`src/sysconfig_pkg.sv`:
```
// constants, field layout and types for the system configuration block
// assumes a 32-bit apb slave with word-aligned registers
package sysconfig_pkg;
    // register indices as printed; byte address is four times the index
    localparam logic [7:0]  CFG_TWO_INDEX      = 8'h1E;
    localparam logic [7:0]  CFG_ONE_INDEX      = 8'h1F;
    localparam logic [11:0] CFG_TWO_ADDR       = 12'h078;
    localparam logic [11:0] CFG_ONE_ADDR       = 12'h07C;
    localparam int          ADDR_W             = 12;
    localparam logic [7:0]  CFG_RESET          = 8'h00;
    // second register fields
    localparam int          IRQ_PULLUP_DIS_BIT = 7;
    localparam int          IRQ_FUNC_SEL_BIT   = 6;
    localparam int          OSC_OPT_HI_BIT     = 4;
    localparam int          OSC_OPT_LO_BIT     = 3;
    localparam int          RESET_FUNC_SEL_BIT = 0;
    localparam logic [7:0]  CFG_TWO_WMASK      = 8'hD9;
    // first register fields
    localparam int          WDOG_PERIOD_BIT    = 7;
    localparam int          VMON_STOP_EN_BIT   = 6;
    localparam int          VMON_RST_DIS_BIT   = 5;
    localparam int          VMON_PWR_DOWN_BIT  = 4;
    localparam int          VMON_TRIP_BIT      = 3;
    // bits of the first register kept through warm resets (the trip bit only)
    localparam logic [7:0]  CFG_ONE_WARM_KEEP  = 8'h08;
    // timeout and wakeup periods in cycles of their own clocks
    localparam logic [17:0] WDOG_SHORT_CYCLES  = 18'h01FF0;
    localparam logic [17:0] WDOG_LONG_CYCLES   = 18'h3FFF0;
    localparam logic [17:0] WAKE_SHORT_CYCLES  = 18'h00200;
    localparam logic [17:0] WAKE_LONG_CYCLES   = 18'h04000;

    typedef enum logic [1:0] {
        OSC_INTERNAL, OSC_EXT_CLOCK, OSC_EXT_RC, OSC_EXT_CRYSTAL
    } osc_sel_t;

    typedef enum logic [2:0] {
        OWN_PORT, OWN_KEYBOARD, OWN_TIMER, OWN_ANALOG,
        OWN_INTERRUPT, OWN_RESET, OWN_OSCILLATOR, OWN_TIMER_CLOCK
    } pin_owner_t;
endpackage : sysconfig_pkg

```
`src/system_config_pin_priority.sv`:
```
// system configuration registers and port a shared-pin ownership
// assumes apb master on pclk; por_n is a level from the power-on detector,
// stop_mode and the function enables come from logic on pclk
//
// Overview of operation
// RQ1 - any reset: all shared pins plain inputs
// RQ2 - pin0: analog0, timer0, keyboard0, port
// RQ3 - pin1: analog1, timer1, keyboard1, port
// RQ4 - pin2: interrupt, keyboard2, timer clock, port
// RQ5 - pin3: reset, keyboard3, port
// RQ6 - pin4: osc output, analog2, keyboard4, port
// RQ7 - pin5: osc input, analog3, keyboard5, port
// RQ8 - pullup bit one disconnects interrupt pullup
// RQ9 - interrupt select bit activates interrupt function
// RQ10 - decode two-bit oscillator option field
// RQ11 - reset select bit activates reset function
// RQ12 - reset select cleared only by power-on
// RQ13 - watchdog period 8176 or 262128 cycles
// RQ14 - stop wakeup period 512 or 16384 cycles
// RQ15 - monitor stop enable; any reset clears it
// RQ16 - reset disable bit blocks monitor resets
// RQ17 - first write per register only after reset
`timescale 1ns/1ps
module system_config_pin_priority
    import sysconfig_pkg::*;
(
    input  wire logic                      pclk,
    input  wire logic                      presetn,
    input  wire logic                      por_n,
    input  wire logic                      psel,
    input  wire logic                      penable,
    input  wire logic                      pwrite,
    input  wire logic [sysconfig_pkg::ADDR_W-1:0] paddr,
    input  wire logic [31:0]               pwdata,
    input  wire logic [3:0]                pstrb,
    output logic      [31:0]               prdata,
    output logic                           pready,
    output logic                           pslverr,
    input  wire logic                      stop_mode,
    input  wire logic [3:0]                analog_channel_en,
    input  wire logic [1:0]                timer_channel_en,
    input  wire logic                      timer_external_clock_en,
    input  wire logic [5:0]                keyboard_input_en,
    input  wire logic                      oscillator_output_en,
    input  wire logic                      voltage_monitor_trip,
    output logic                           interrupt_pullup_connect,
    output logic                           interrupt_function_active,
    output logic                           reset_function_active,
    output sysconfig_pkg::osc_sel_t        oscillator_select,
    output logic      [17:0]               watchdog_timeout_cycles,
    output logic      [17:0]               wakeup_period_cycles,
    output logic                           voltage_monitor_enable,
    output logic                           voltage_monitor_reset,
    output sysconfig_pkg::pin_owner_t      port_a_bit_zero_owner,
    output sysconfig_pkg::pin_owner_t      port_a_bit_one_owner,
    output sysconfig_pkg::pin_owner_t      port_a_bit_two_owner,
    output sysconfig_pkg::pin_owner_t      port_a_bit_three_owner,
    output sysconfig_pkg::pin_owner_t      port_a_bit_four_owner,
    output sysconfig_pkg::pin_owner_t      port_a_bit_five_owner
);
    import sysconfig_pkg::*;

    // ------------------------------------------------------------
    // power-on reset synchroniser
    // ------------------------------------------------------------
    logic       por_meta_reg;
    logic       por_sync_reg;

    // no warm reset here, so a warm reset never looks like a power-on
    always_ff @(posedge pclk) begin
        por_meta_reg <= por_n;
        por_sync_reg <= por_meta_reg;
    end

    // power-on flag: set while the synchronised power-on level is low
    wire        por_active = !por_sync_reg;

    // ------------------------------------------------------------
    // apb decode
    // ------------------------------------------------------------
    wire        access     = psel && penable;
    wire        hit_two    = (paddr == CFG_TWO_ADDR);
    wire        hit_one    = (paddr == CFG_ONE_ADDR);
    wire        wr_two     = access && pwrite && hit_two && pstrb[0];
    wire        wr_one     = access && pwrite && hit_one && pstrb[0];

    // ------------------------------------------------------------
    // configuration registers
    // ------------------------------------------------------------
    logic [7:0] cfg_two_reg;
    logic [7:0] cfg_one_reg;
    logic       two_locked_reg;
    logic       one_locked_reg;
    logic       rst_sel_reg;
    logic       trip_reg;
    logic       soft_reset_reg;

    wire  [7:0] cfg_two_next = pwdata[7:0] & CFG_TWO_WMASK;
    wire  [7:0] cfg_one_next = pwdata[7:0];

    // soft_reset_reg is set while presetn is low and for the first cycle after its release; power-on alone does not set it
    always_ff @(posedge pclk or negedge presetn) begin
        if (!presetn) begin
            soft_reset_reg <= 1'b1;
        end else begin
            soft_reset_reg <= 1'b0;
        end
    end

    // reset-held fields; the power-on and trip bits live separately
    always_ff @(posedge pclk or negedge presetn) begin
        if (!presetn) begin
            cfg_two_reg    <= CFG_RESET;
            cfg_one_reg    <= CFG_RESET;                            // RQ15
            two_locked_reg <= 1'b0;
            one_locked_reg <= 1'b0;
        end else begin
            if (wr_two && !two_locked_reg) begin                   // RQ17
                cfg_two_reg    <= cfg_two_next;
                two_locked_reg <= 1'b1;
            end
            if (wr_one && !one_locked_reg) begin                   // RQ17
                cfg_one_reg    <= cfg_one_next & ~CFG_ONE_WARM_KEEP;
                one_locked_reg <= 1'b1;
            end
        end
    end

    // reset select and trip bit survive warm resets; cleared by power-on
    always_ff @(posedge pclk) begin
        if (por_active) begin
            rst_sel_reg <= 1'b0;                                    // RQ12
            trip_reg    <= 1'b0;
        end else if (wr_two && !two_locked_reg) begin
            rst_sel_reg <= pwdata[RESET_FUNC_SEL_BIT];              // RQ12
        end else if (wr_one && !one_locked_reg) begin
            trip_reg    <= pwdata[VMON_TRIP_BIT];
        end
    end

    wire  [7:0] two_view = {cfg_two_reg[7:1], rst_sel_reg};
    wire  [7:0] one_view = {cfg_one_reg[7:4], trip_reg,
                            cfg_one_reg[2:0]};

    // ------------------------------------------------------------
    // apb answer: zero wait states, unmapped reads zero with error
    // ------------------------------------------------------------
    wire        unmapped = !(hit_two || hit_one);
    wire [31:0] rd_mux   = hit_two ? {24'h000000, two_view} :
                           hit_one ? {24'h000000, one_view} : 32'h00000000;

    always_ff @(posedge pclk or negedge presetn) begin
        if (!presetn) begin
            prdata <= 32'h00000000;
        end else if (psel && !penable && !pwrite) begin
            prdata <= rd_mux;
        end
    end

    assign pready  = 1'b1;
    assign pslverr = access && unmapped;

    // ------------------------------------------------------------
    // decoded configuration
    // ------------------------------------------------------------
    wire        irq_sel  = two_view[IRQ_FUNC_SEL_BIT];
    wire        rst_sel  = two_view[RESET_FUNC_SEL_BIT];
    wire        wd_short = one_view[WDOG_PERIOD_BIT];
    wire        vm_off   = one_view[VMON_PWR_DOWN_BIT];

    assign interrupt_pullup_connect  = !two_view[IRQ_PULLUP_DIS_BIT];      // RQ8
    assign interrupt_function_active = irq_sel;                            // RQ9
    assign reset_function_active     = rst_sel;                            // RQ11
    assign oscillator_select = osc_sel_t'({two_view[OSC_OPT_HI_BIT],
                                           two_view[OSC_OPT_LO_BIT]});    // RQ10
    assign watchdog_timeout_cycles = wd_short ? WDOG_SHORT_CYCLES
                                              : WDOG_LONG_CYCLES;          // RQ13
    assign wakeup_period_cycles    = wd_short ? WAKE_SHORT_CYCLES
                                              : WAKE_LONG_CYCLES;          // RQ14
    assign voltage_monitor_enable  = !vm_off &&
                                     (!stop_mode || one_view[VMON_STOP_EN_BIT]); // RQ15
    assign voltage_monitor_reset   = voltage_monitor_enable && voltage_monitor_trip &&
                                     !one_view[VMON_RST_DIS_BIT];          // RQ16

    // ------------------------------------------------------------
    // pin ownership; the oscillator pins follow the option field
    // ------------------------------------------------------------
    wire        osc_in_used  = (oscillator_select != OSC_INTERNAL);
    wire        osc_out_used = (oscillator_select == OSC_EXT_CRYSTAL) ||
                               ((oscillator_select == OSC_EXT_RC) && oscillator_output_en);
    wire        in_reset     = soft_reset_reg || por_active;

    assign port_a_bit_zero_owner  = in_reset                ? OWN_PORT :   // RQ1
                                    analog_channel_en[0]    ? OWN_ANALOG : // RQ2
                                    timer_channel_en[0]     ? OWN_TIMER :
                                    keyboard_input_en[0]    ? OWN_KEYBOARD : OWN_PORT;
    assign port_a_bit_one_owner   = in_reset                ? OWN_PORT :   // RQ1
                                    analog_channel_en[1]    ? OWN_ANALOG : // RQ3
                                    timer_channel_en[1]     ? OWN_TIMER :
                                    keyboard_input_en[1]    ? OWN_KEYBOARD : OWN_PORT;
    assign port_a_bit_two_owner   = in_reset                ? OWN_PORT :   // RQ1
                                    irq_sel                 ? OWN_INTERRUPT : // RQ4
                                    keyboard_input_en[2]    ? OWN_KEYBOARD :
                                    timer_external_clock_en ? OWN_TIMER_CLOCK : OWN_PORT;
    assign port_a_bit_three_owner = in_reset                ? OWN_PORT :   // RQ1
                                    rst_sel                 ? OWN_RESET :  // RQ5
                                    keyboard_input_en[3]    ? OWN_KEYBOARD : OWN_PORT;
    assign port_a_bit_four_owner  = in_reset                ? OWN_PORT :   // RQ1
                                    osc_out_used            ? OWN_OSCILLATOR : // RQ6
                                    analog_channel_en[2]    ? OWN_ANALOG :
                                    keyboard_input_en[4]    ? OWN_KEYBOARD : OWN_PORT;
    assign port_a_bit_five_owner  = in_reset                ? OWN_PORT :   // RQ1
                                    osc_in_used             ? OWN_OSCILLATOR : // RQ7
                                    analog_channel_en[3]    ? OWN_ANALOG :
                                    keyboard_input_en[5]    ? OWN_KEYBOARD : OWN_PORT;
endmodule : system_config_pin_priority

```
`config.mk`:
```
export PLATFORM = sky130hd
export DESIGN_NAME = system_config_pin_priority
export DESIGN_NICKNAME = d
export VERILOG_FILES = /design/src/sysconfig_pkg.sv /design/src/system_config_pin_priority.sv
export SDC_FILE = /design/constraint.sdc
export NUM_CORES = 1
export LEC_CHECK = 0
export BUFFER_PORTS_ARGS = -buffer_cell sky130_fd_sc_hd__buf_2
export CORE_ASPECT_RATIO = 0.9
export CORE_MARGIN = 3
export CORE_UTILIZATION = 25
export CTS_CLUSTER_SIZE = 14
export DETAILED_ROUTE_END_ITERATION = 7
export GPL_TIMING_DRIVEN = 0
export MAX_ROUTING_LAYER = met4
export PLACE_DENSITY = 0.64
export RECOVER_POWER = 50
export SLEW_MARGIN = 5
export SYNTH_ARGS = -nofsm -noshare
export SYNTH_HDL_FRONTEND = slang
export SYNTH_SLANG_ARGS = --single-unit
```
`constraint.sdc`:
```
create_clock -name pclk -period 2.96 [get_ports pclk]
set_input_delay 0.888 -clock pclk [delete_from_list [all_inputs] [get_ports pclk]]
set_output_delay 0.888 -clock pclk [all_outputs]
set_load 0.02 [all_outputs]
```
### Word-level counts from Yosys, hierarchy flattened

Cells that the tools add are included.

| word-level totals | value |
|---|---|
| bits in registers | 51 |
| output and inout bits | 95 |

| cells by class | value |
|---|---|
| eq/ne operators | 4 |
| multiplexer cells | 27 |
| bitwise logic cells | 1 |
| reductions and logical operators | 31 |

Operators by type and width:

| kind | number |
|---|---|
| $mux 3 | 10 |
| $eq 12x7->1 const B | 2 |
| $mux 18 | 1 |
| $mux 2 | 8 |
| $mux 8 | 2 |
| $logic_and 1x1->1 | 15 |
| $mux 15 | 1 |
| $logic_not 1->1 | 10 |
| $mux 1 | 5 |
| $eq 2x2->1 const B | 2 |
| $logic_or 1x1->1 | 4 |
| $reduce_and 2->1 | 1 |
| $reduce_bool 2->1 | 1 |
| $not 1->1 | 1 |

### Logic depth before layout (Yosys ltp)

Gate-level depths: netlist of the first run.

| depth | value |
|---|---|
| depth in word-level cells | 7 |
| depth in mapped cells | 4 |
| depth with buffers taken out | 4 |

### Worst setup path after synthesis of the first run

No wires, ideal clock.

| timing | value |
|---|---|
| kind | input -> output |
| start | input paddr[9] (netlist name) |
| end | output pslverr |
| arrival time | 1,888 ps |
| data required time | 2,072 ps |
| setup slack | 184 ps |
| stages on the path | 3 |
| path buffers | 0 |
| cell sequence | or4_4 nor3_1 nor2_1 |

| between the ends | value |
|---|---|
| longest elaborated chain between the ends | 4 |
| elaborated cells between the ends (all ways) | 5 |
| those cells by class | eq/ne (2); reduce/logical (3) |

Ends and longest elaborated chain:

| what | RTL line | RTL |
|---|---|---|
| from (decl) | system_config_pin_priority.sv:33 | `input wire logic [sysconfig_pkg::ADDR_W-1:0] paddr,` |
| $eq 12x7->1, on equally long branches | system_config_pin_priority.sv:82, system_config_pin_priority.sv:83 |  |
| $logic_or 1x1->1 (*) | system_config_pin_priority.sv:148 | `wire unmapped = !(hit_two \|\| hit_one);` |
| $logic_not 1->1 (*) | system_config_pin_priority.sv:148 |  |
| $logic_and 1x1->1 (*) | system_config_pin_priority.sv:161 | `assign pslverr = access && unmapped;` |
| to (decl) | system_config_pin_priority.sv:38 | `output logic pslverr,` |

Mark *: on every way between the ends. The rest lies on a longest branch, timed or not.

### Worst setup path after layout of the first run

Ends and elaborated chain as after synthesis.

==> impl_metrics.tcl, run 1 <==
set metrics [dict create \
    status "finished clean" \
    p_switching_mw 0.227 \
    clkTransAtPathRegs_ns 0.08 \
    hold_class "register to register" \
    multi_input_area_um2 802 \
    cp.arrival_ns 1.98 \
    maxSlewViolCount 0 \
    p_leak_nw 1.43 \
    cts_max_path_buffers 2 \
    fp.dieH_um 85.2 \
    cts_max_level 1 \
    slowest_delay_ns 0.58 \
    cp_common_cell "buf_2" \
    cts_sinks 26 \
    wirelength_um 4170 \
    synth_top_area_share_pct 30.2 \
    dieArea_um2 8010 \
    nNetsFinal 404 \
    cp_max_fo 3 \
    cts_hold_buffers 0 \
    crit_path_start "paddr[9]" \
    netlist_instances 194 \
    hold_viol 0 \
    p_int_mw 0.539 \
    cp_cell_sequence "buf_2 -> or4_4 -> nor3_4 -> nor2_1 -> buf_2" \
    ys_seq_area_share_pct 36.3 \
    largest_reg_flops 8 \
    drt_first_pass_iters 5 \
    timing.final.ws_setup_ns 0.0881 \
    ant_nets 0 \
    grt_pass1_vias 1382 \
    ios 165 \
    die_x_um 94.0 \
    critPathRequiredTime_ns 2.07 \
    slew-limit-headroom_pct 21.9 \
    combPwrFrac_pct 27.3 \
    place_area_um2 2460 \
    viasPerCell 3.65 \
    syn_area_um2 1740 \
    drt_iter0_markers 35 \
    cp-end-kind "output port" \
    cts_root_buffer "clkbuf_8" \
    rr_startpoint "one_locked_reg" \
    fillCellCount 687 \
    cts_inserted_buffers 3 \
    route.vias.total 1546 \
    core_area_um2 6660 \
    p_sw_share_pct 29.7 \
    track_usage_pct 10.1 \
    antenna_cells 0 \
    synth_cell_types 32 \
    vdd_drop_max_v 0.000283 \
    setup-violations-final 0 \
    grt_pass1_wl_um 6340 \
    ys_ff_latch 26 \
    wl_per_cell_um 9.85 \
    clkPwrFrac_pct 26.0 \
    drive_above_1_share_pct 45.3 \
    finalInstanceArea_um2 2500 \
    period_minus_slack_ns 2.87 \
    synth_top_area_cell "dfrtp_1" \
    synth_area_leaders "dfrtp_1 30%, buf_4 28%, mux2_2 7.1%" \
    timing.fmax_mhz 348 \
    avgSynthCellArea_um2 8.98 \
    cpMaxStageDelayCell "or4_4" \
    gp_congestion 0.684 \
    rows 28 \
    rsz0062_at_grt "no" \
    io_buffers 79 \
    cp_num_buf_inv 2 \
    worstMarginPinSlew_ns 1.17 \
    start_util_pct 26.2 \
    grt.overflow.total 0 \
    grt_max_degree 23 \
    p_seq_share_pct 46.7 \
    antenna_found_initial 0 \
    pre_cts_slack_ns -0.178 \
    max_cap_violations 0 \
    hp-start "por_meta_reg" \
    syn_to_final_growth_pct 43.4 \
    p_per_area_nw_per_um2 307 \
    critPathLaunchType "input pin" \
    clkLatencyLatePin_ns 0.26 \
    most-common-layout-cells "64 x buf_4, 64 x buf_2, 58 x conb_1, 21 x dfrtp_1, 20 x nor2_1" \
    timing.final.crit_share_pct 97.0 \
    hpwlAfterDp_um 3580 \
    ff_latch_area_um2 632 \
    critical-path-top-delay-family "simple AND/OR/NAND/NOR gates" \
    path_class "input pin to output port" \
    drc 0 \
    finClkSkew_ns 0.00241 \
    yosys_warnings 0 \
    cts_tree "yes" \
]
==> power groups by stage <==
| stage | Sequential (mW) | Combinational [mW] | Clock [mW] |
|---|---|---|---|
| after floorplan | 0.365 | 0.157 | 0 |
| after global placement | 0.365 | 0.205 | 0 |
| after detailed placement | 0.365 | 0.207 | 0 |
| after CTS | 0.358 | 0.208 | 0.208 |
| after global routing | 0.358 | 0.228 | 0.227 |
| final | 0.358 | 0.209 | 0.199 |
==> path summary, 6_finish.rpt <==
kind,endpoint,slack (ns),depth (start not counted)
hold reg to reg,por_sync_reg,0.33,0
hold / removal,por_sync_reg,0.33,0
min in group asynchronous,cfg_one_reg[6],0.83,1
max in group asynchronous,cfg_two_reg[4],1.43,1
setup / recovery,pslverr,0.09,5
setup reg to reg,cfg_one_reg[6],1.75,3
==> timing repair <==
action | in CTS | in global routing
resized for setup | 2 | 0
buffers inserted | 0 | 0
setup endpoints to repair | 1 | 0
==> layout make-up <==
cell class,instances,area share [%]
Multi-Input combinational cell,148,32.1
Sequential cell,26,25.3
Buffer,68,20.0
Timing Repair Buffer,79,15.1
Tap cell,90,4.51
Clock buffer,4,1.80
Inverter,8,1.20
==> Yosys cell counts, drive strengths merged <==
library cell and instances:
nor2b 2, nor3b 1, dfxtp 4, clkbuf 3
or4 1, nor2 20, mux2i 5, buf 65
dfstp 1, or3b 1, nand4bb 1, nand3b 1
nor3 4, a41o 1, nand2b 3, dfrtp 21
a21bo 1, nand2 16, nor4 2, nor4b 1
inv 8, nand4 1, and3b 1, o21a 1
mux2 11, a211oi 1, conb 2, a21oi 5
nand3 1, o21ai 9
==> per-stage QoR <==
step	utilization [%]	cells	hold WS, ns	TNS (ns)	power, mW
after floorplan	-	250	0.310	0	0.522
after global placement	37.0	419	0.312	-0.189	0.570
after detailed placement	37.0	419	0.317	-0.178	0.572
after CTS	37.8	423	0.337	0	0.774
after global routing	37.5	423	0.343	0	0.813
final	37.5	423	0.335	0	0.767
==> routing by layer <==
layer  part of all wire (%)  vias up  GRT usage, %
met5                      0        -             -
met4                   0.29        0          1.18
met3                     10        2          2.48
met2                     50       78          18.4
met1                     39      679          11.5
li1                       -      787             -
==> cell families after synthesis <==
family,after synthesis,synth area share (%)
flops,26,36.3
simple gates,56,16.9
buf+inv,76,30.4
mux,16,9.99
compound gates,18,6.03
other cells,2,0.431
(Power assumes the default switching activity.)
==> run 2: changes to the inputs <==
--- a/config.mk
+++ b/config.mk
@@ -6,8 +6,8 @@
 export NUM_CORES = 1
 export LEC_CHECK = 0
 export BUFFER_PORTS_ARGS = -buffer_cell sky130_fd_sc_hd__buf_2
+export CAP_MARGIN = 15
 export CORE_ASPECT_RATIO = 0.9
-export CORE_MARGIN = 3
 export CORE_UTILIZATION = 25
 export CTS_CLUSTER_SIZE = 14
 export DETAILED_ROUTE_END_ITERATION = 7
==> run 2 against run 1 <==
Against the previous run: sequential power about the same; cell area increased by 0.35%; first-iteration DRC count decreased by 23%; critical endpoint unchanged; largest cell class unchanged; highest routed layer unchanged.
==> impl_metrics.tcl, run 2 (same netlist as run 1, synthesis figures left out) <==
set metrics [dict create \
    status "finished clean" \
    finalInstanceArea_um2 2510 \
    start_util_pct 26.2 \
    gp_congestion 0.749 \
    track_usage_pct 10.2 \
    viasPerCell 3.53 \
    drive_above_1_share_pct 45.3 \
    timing.fmax_mhz 348 \
    wl_per_cell_um 9.11 \
    max_cap_violations 0 \
    grt.overflow.total 0 \
    clkLatencyLatePin_ns 0.27 \
    die_x_um 90.0 \
    hpwlAfterDp_um 3260 \
    pre_cts_slack_ns -0.179 \
    hold_class "register to register" \
    finClkSkew_ns 0.00461 \
    maxSlewViolCount 0 \
    nNetsFinal 404 \
    io_buffers 79 \
    cts_sinks 26 \
    wirelength_um 3850 \
    drc 0 \
    largest_reg_flops 8 \
    cts_max_level 1 \
    final_common_cell "buf_4" \
    power_mw 0.792 \
    cp-end-kind "output port" \
    cp_cell_sequence "buf_2 -> or4_4 -> nor3_4 -> nor2_1 -> buf_2" \
    p_per_area_nw_per_um2 316 \
    most-common-layout-cells "65 x buf_4, 63 x buf_2, 58 x conb_1, 21 x dfrtp_1, 20 x nor2_1" \
    cts_max_path_buffers 2 \
    cts_root_buffer "clkbuf_8" \
    reg2reg_to "cfg_one_reg[0]" \
    slew-limit-headroom_pct 21.5 \
    r2r_cells 3 \
    crit_path_start "paddr[9]" \
    grt_max_degree 23 \
    rows 28 \
    antenna_found_initial 0 \
    vdd_drop_max_v 0.000239 \
    timing.final.ws_setup_ns 0.0863 \
    endpoint "pslverr" \
    route.vias.total 1495 \
    path_class "input pin to output port" \
    syn_to_final_growth_pct 43.9 \
    cts_tree "yes" \
    clkTransAtPathRegs_ns 0.08 \
    cts_inserted_buffers 3 \
    hold_viol 0 \
    drt_iter0_markers 27 \
    antenna_cells 0 \
    period_minus_slack_ns 2.87 \
    r2r_slack_ns 1.75 \
    grt_pass1_wl_um 5820 \
    critPathLaunchType "input pin" \
    critPathRequiredTime_ns 2.07 \
    core_area_um2 6660 \
    grt_pass1_vias 1250 \
    cp_common_cell "buf_2" \
    rsz0062_at_grt "no" \
    ant_nets 0 \
    drt_first_pass_iters 4 \
    cts_hold_buffers 0 \
    timing.final.crit_share_pct 97.1 \
    setup-violations-final 0 \
    rr_startpoint "one_locked_reg" \
    post_cts_buffers 0 \
    fp.dieH_um 81.2 \
    place_area_um2 2460 \
    cpMaxStageDelayCell "or4_4" \
    p_leak_nw 1.43 \
    dieArea_um2 7310 \
    slowest_delay_ns 0.57 \
    ios 165 \
    cp.arrival_ns 1.99 \
    worstMarginPinSlew_ns 1.18 \
    cp_max_fo 3 \
]
==> run 2: worst min path at each step <==
stage	cells past startpoint	to	slack [ns]	start
after floorplan	0	por_sync_reg	0.31	por_meta_reg
after global placement	0	por_sync_reg	0.31	por_meta_reg
after detailed placement	0	por_sync_reg	0.32	por_meta_reg
after CTS	0	por_sync_reg	0.34	por_meta_reg
after global routing	0	por_sync_reg	0.35	por_meta_reg
final	0	por_sync_reg	0.34	por_meta_reg
==> run 2: power breakdown <==
part           total, mW  internal [mW]  switching, mW
logic              0.208         0.0862          0.122
clock network      0.225          0.119          0.107
registers          0.358          0.357       0.000904
total              0.792          0.562          0.230
==> run 2: repair_timing <==
action                     CTS  global route
setup endpoints to repair    1             1
hold endpoints to repair     0             0
gates resized for setup      2             0
pin swaps                    0             1
==> run 2: per-layer routing <==
layer	vias to the layer above	global-route usage [%]	share of wire, %
li1	787	-	-
met1	622	11.3	41
met2	83	18.6	49
met3	3	2.81	9.5
met4	0	1.94	0.55
met5	-	-	0
==> run 2: critical path, delay by kind of cell <==
kind                   cells  cell delay (ns)
AND/OR/NAND/NOR            3             0.84
buffers and inverters      2             0.26
==> run 2: layout make-up <==
| type | instances | area [um^2] |
|---|---|---|
| Timing Repair Buffer | 79 | 375 |
| Multi-Input combinational cell | 148 | 802 |
| Clock buffer | 4 | 55.1 |
| Fill cell | 700 | 4150 |
| Tap cell | 90 | 113 |
| Inverter | 8 | 30.0 |
| Buffer | 68 | 499 |
| Sequential cell | 26 | 632 |
==> run 2: stage by stage <==
stage | TNS (ns) | util, % | std cells | hold WS (ns)
6_report | 0 | 37.7 | 423 | 0.335
5_1_grt | 0 | 37.7 | 423 | 0.350
4_1_cts | 0 | 38.0 | 423 | 0.339
3_5_place_dp | -0.179 | 37.0 | 419 | 0.318
3_3_place_gp | -0.182 | 37.0 | 419 | 0.313
2_1_floorplan | 0 | - | 250 | 0.310
==> run 3: changes to the inputs <==
--- a/config.mk
+++ b/config.mk
@@ -13,8 +13,9 @@
 export DETAILED_ROUTE_END_ITERATION = 7
 export GPL_TIMING_DRIVEN = 0
 export MAX_ROUTING_LAYER = met4
-export PLACE_DENSITY = 0.64
+export PLACE_DENSITY = 0.6
 export RECOVER_POWER = 50
+export SETUP_SLACK_MARGIN = 0.5
 export SLEW_MARGIN = 5
 export SYNTH_ARGS = -nofsm -noshare
 export SYNTH_HDL_FRONTEND = slang
==> run 3 against run 2 <==
Against the previous run: count of clock-buffer cells in the layout fell by 1; first-iteration DRC count fell by 48%; cell area rose by 2.6%; sequential share of layout area fell by 0.64 points; largest power group unchanged; via count rose by 2.8%; critical path type unchanged; flip-flop and latch count did not move; final cell count rose by 0.47%; maximum frequency rose by 2.4%; combinational power rose by 2%; clock skew rose by 0.0022 ns; routed wire length rose by 0.78%.
==> impl_metrics.tcl, run 3 (same netlist as run 1, synthesis figures left out) <==
set metrics [dict create \
    status "finished clean" \
    multi_input_area_um2 818 \
    drive_above_1_share_pct 47.2 \
    wirelength_um 3880 \
    viasPerCell 3.62 \
    critPathRequiredTime_ns 2.07 \
    cts_max_level 1 \
    p_seq_share_pct 41.5 \
    start_util_pct 26.2 \
    cp_max_fo 2 \
    path_class "input pin to output port" \
    p_sw_share_pct 27.2 \
    finalInstanceArea_um2 2570 \
    clkLatencyLatePin_ns 0.27 \
    grt_pass1_wl_um 6110 \
    p_leak_nw 1.47 \
    die_x_um 90.0 \
    cts_tree "yes" \
    rows 28 \
    setup-violations-final 0 \
    critPathLaunchType "input pin" \
    rsz0062_at_grt "yes" \
    wl_per_cell_um 9.13 \
    clkTransAtPathRegs_ns 0.08 \
    syn_to_final_growth_pct 47.6 \
    hold_class "register to register" \
    finClkSkew_ns 0.00681 \
    largest_reg_flops 8 \
    hpwlAfterDp_um 3290 \
    drc 0 \
    route.vias.total 1537 \
    timing.fmax_mhz 356 \
    cts_sinks 26 \
    maxSlewViolCount 0 \
    fillCellCount 694 \
    cp.arrival_ns 1.92 \
    period_minus_slack_ns 2.81 \
    r2r_slack_ns 1.72 \
    crit_path_start "paddr[10]" \
    place_area_um2 2480 \
    p_switching_mw 0.234 \
    ff_latch_area_um2 632 \
    combPwrFrac_pct 24.7 \
    drt_iter0_markers 14 \
    ant_nets 0 \
    r2r_cells 3 \
    fin_setup_tns_ns 0 \
    reg2reg_to "cfg_one_reg[6]" \
    io_buffers 79 \
    cts_root_buffer "clkbuf_8" \
    rr_startpoint "one_locked_reg" \
    vdd_drop_max_v 0.000271 \
    clkPwrFrac_pct 33.8 \
    grt.overflow.total 0 \
    fp.dieH_um 81.2 \
    most-common-layout-cells "65 x buf_4, 62 x buf_2, 58 x conb_1, 21 x dfrtp_1, 19 x nor2_1" \
    cts_hold_buffers 0 \
    p_per_area_nw_per_um2 335 \
    hold_ws_ns 0.332 \
    core_area_um2 6660 \
    power_mw 0.862 \
    grt_max_degree 23 \
    grt_pass1_vias 1327 \
    worstMarginPinSlew_ns 1.23 \
    drt_first_pass_iters 4 \
    track_usage_pct 10.7 \
    cts_inserted_buffers 3 \
    antenna_cells 0 \
    max_cap_violations 0 \
    gp_congestion 0.792 \
    slew-limit-headroom_pct 17.9 \
    p_int_mw 0.627 \
    dieArea_um2 7310 \
    antenna_found_initial 0 \
    ios 165 \
    hold_viol 0 \
    timing.final.crit_share_pct 94.8 \
    cts_max_path_buffers 2 \
    endpoint "pslverr" \
    final_common_cell "buf_4" \
    nNetsFinal 406 \
    cp-end-kind "output port" \
]
-- run 3: changes by cell type in the layout (fill, tap and decap cells not counted), sizes merged --
cell	before	now
buf	128	129
bufinv	0	1
-- run 3: how the worst min path moves through the flow --
stage | cells past startpoint | endpoint | slack (ns) | start
2_1_floorplan | 0 | por_sync_reg | 0.31 | por_meta_reg
3_3_place_gp | 0 | por_sync_reg | 0.31 | por_meta_reg
3_5_place_dp | 0 | por_sync_reg | 0.31 | por_meta_reg
4_1_cts | 0 | por_sync_reg | 0.34 | por_meta_reg
5_1_grt | 0 | por_sync_reg | 0.35 | por_meta_reg
6_report | 0 | por_sync_reg | 0.33 | por_meta_reg
-- run 3: power groups by stage --
stage	Combinational (mW)	Clock [mW]	Sequential (mW)
3_5_place_dp	0.209	0	0.365
4_1_cts	0.212	0.302	0.358
3_3_place_gp	0.207	0	0.365
5_1_grt	0.231	0.319	0.358
2_1_floorplan	0.158	0	0.365
6_report	0.212	0.291	0.358
-- run 3: through the flow --
step / worst slack, ns / utilization [%] / std cells
after floorplan: 0.359 / - / 250
after global placement: 0.101 / 37.3 / 419
after detailed placement: 0.0942 / 37.3 / 419
after CTS: 0.137 / 38.8 / 425
after global routing: 0.0862 / 38.6 / 425
final: 0.153 / 38.6 / 425
-- run 3: final cells by class --
cell class	count	share of cell area [%]
multi-input cells	148	31.8
flip-flops and latches	26	24.6
plain buffers	68	19.6
repair buffers	81	15.7
well taps	90	4.38
clock buffers	3	1.61
clock inverters	1	1.17
inverters	8	1.17
-- run 3: what timing repair did --
item,in CTS,in global routing
setup endpoints to repair,11,21
pin swaps,3,2
setup buffers,2,0
gates cloned,0,0
gates resized for setup,4,4
-- run 3: worst max-delay path, stage by stage --
cell and delay (ns):
buf_6 0.09, or4_1 0.58, nor3_4 0.18, nor2_2 0.05, buf_6 0.13
-- run 3: routing by layer --
metal	vias to the layer above	global-route usage (%)	wire [um]	share of wire, %
met3	0	2.90	353	9.1
met4	0	0.968	0	0
li1	789	-	-	-
met5	-	-	0	0
met2	90	19.0	1870	48
met1	658	12.7	1660	43
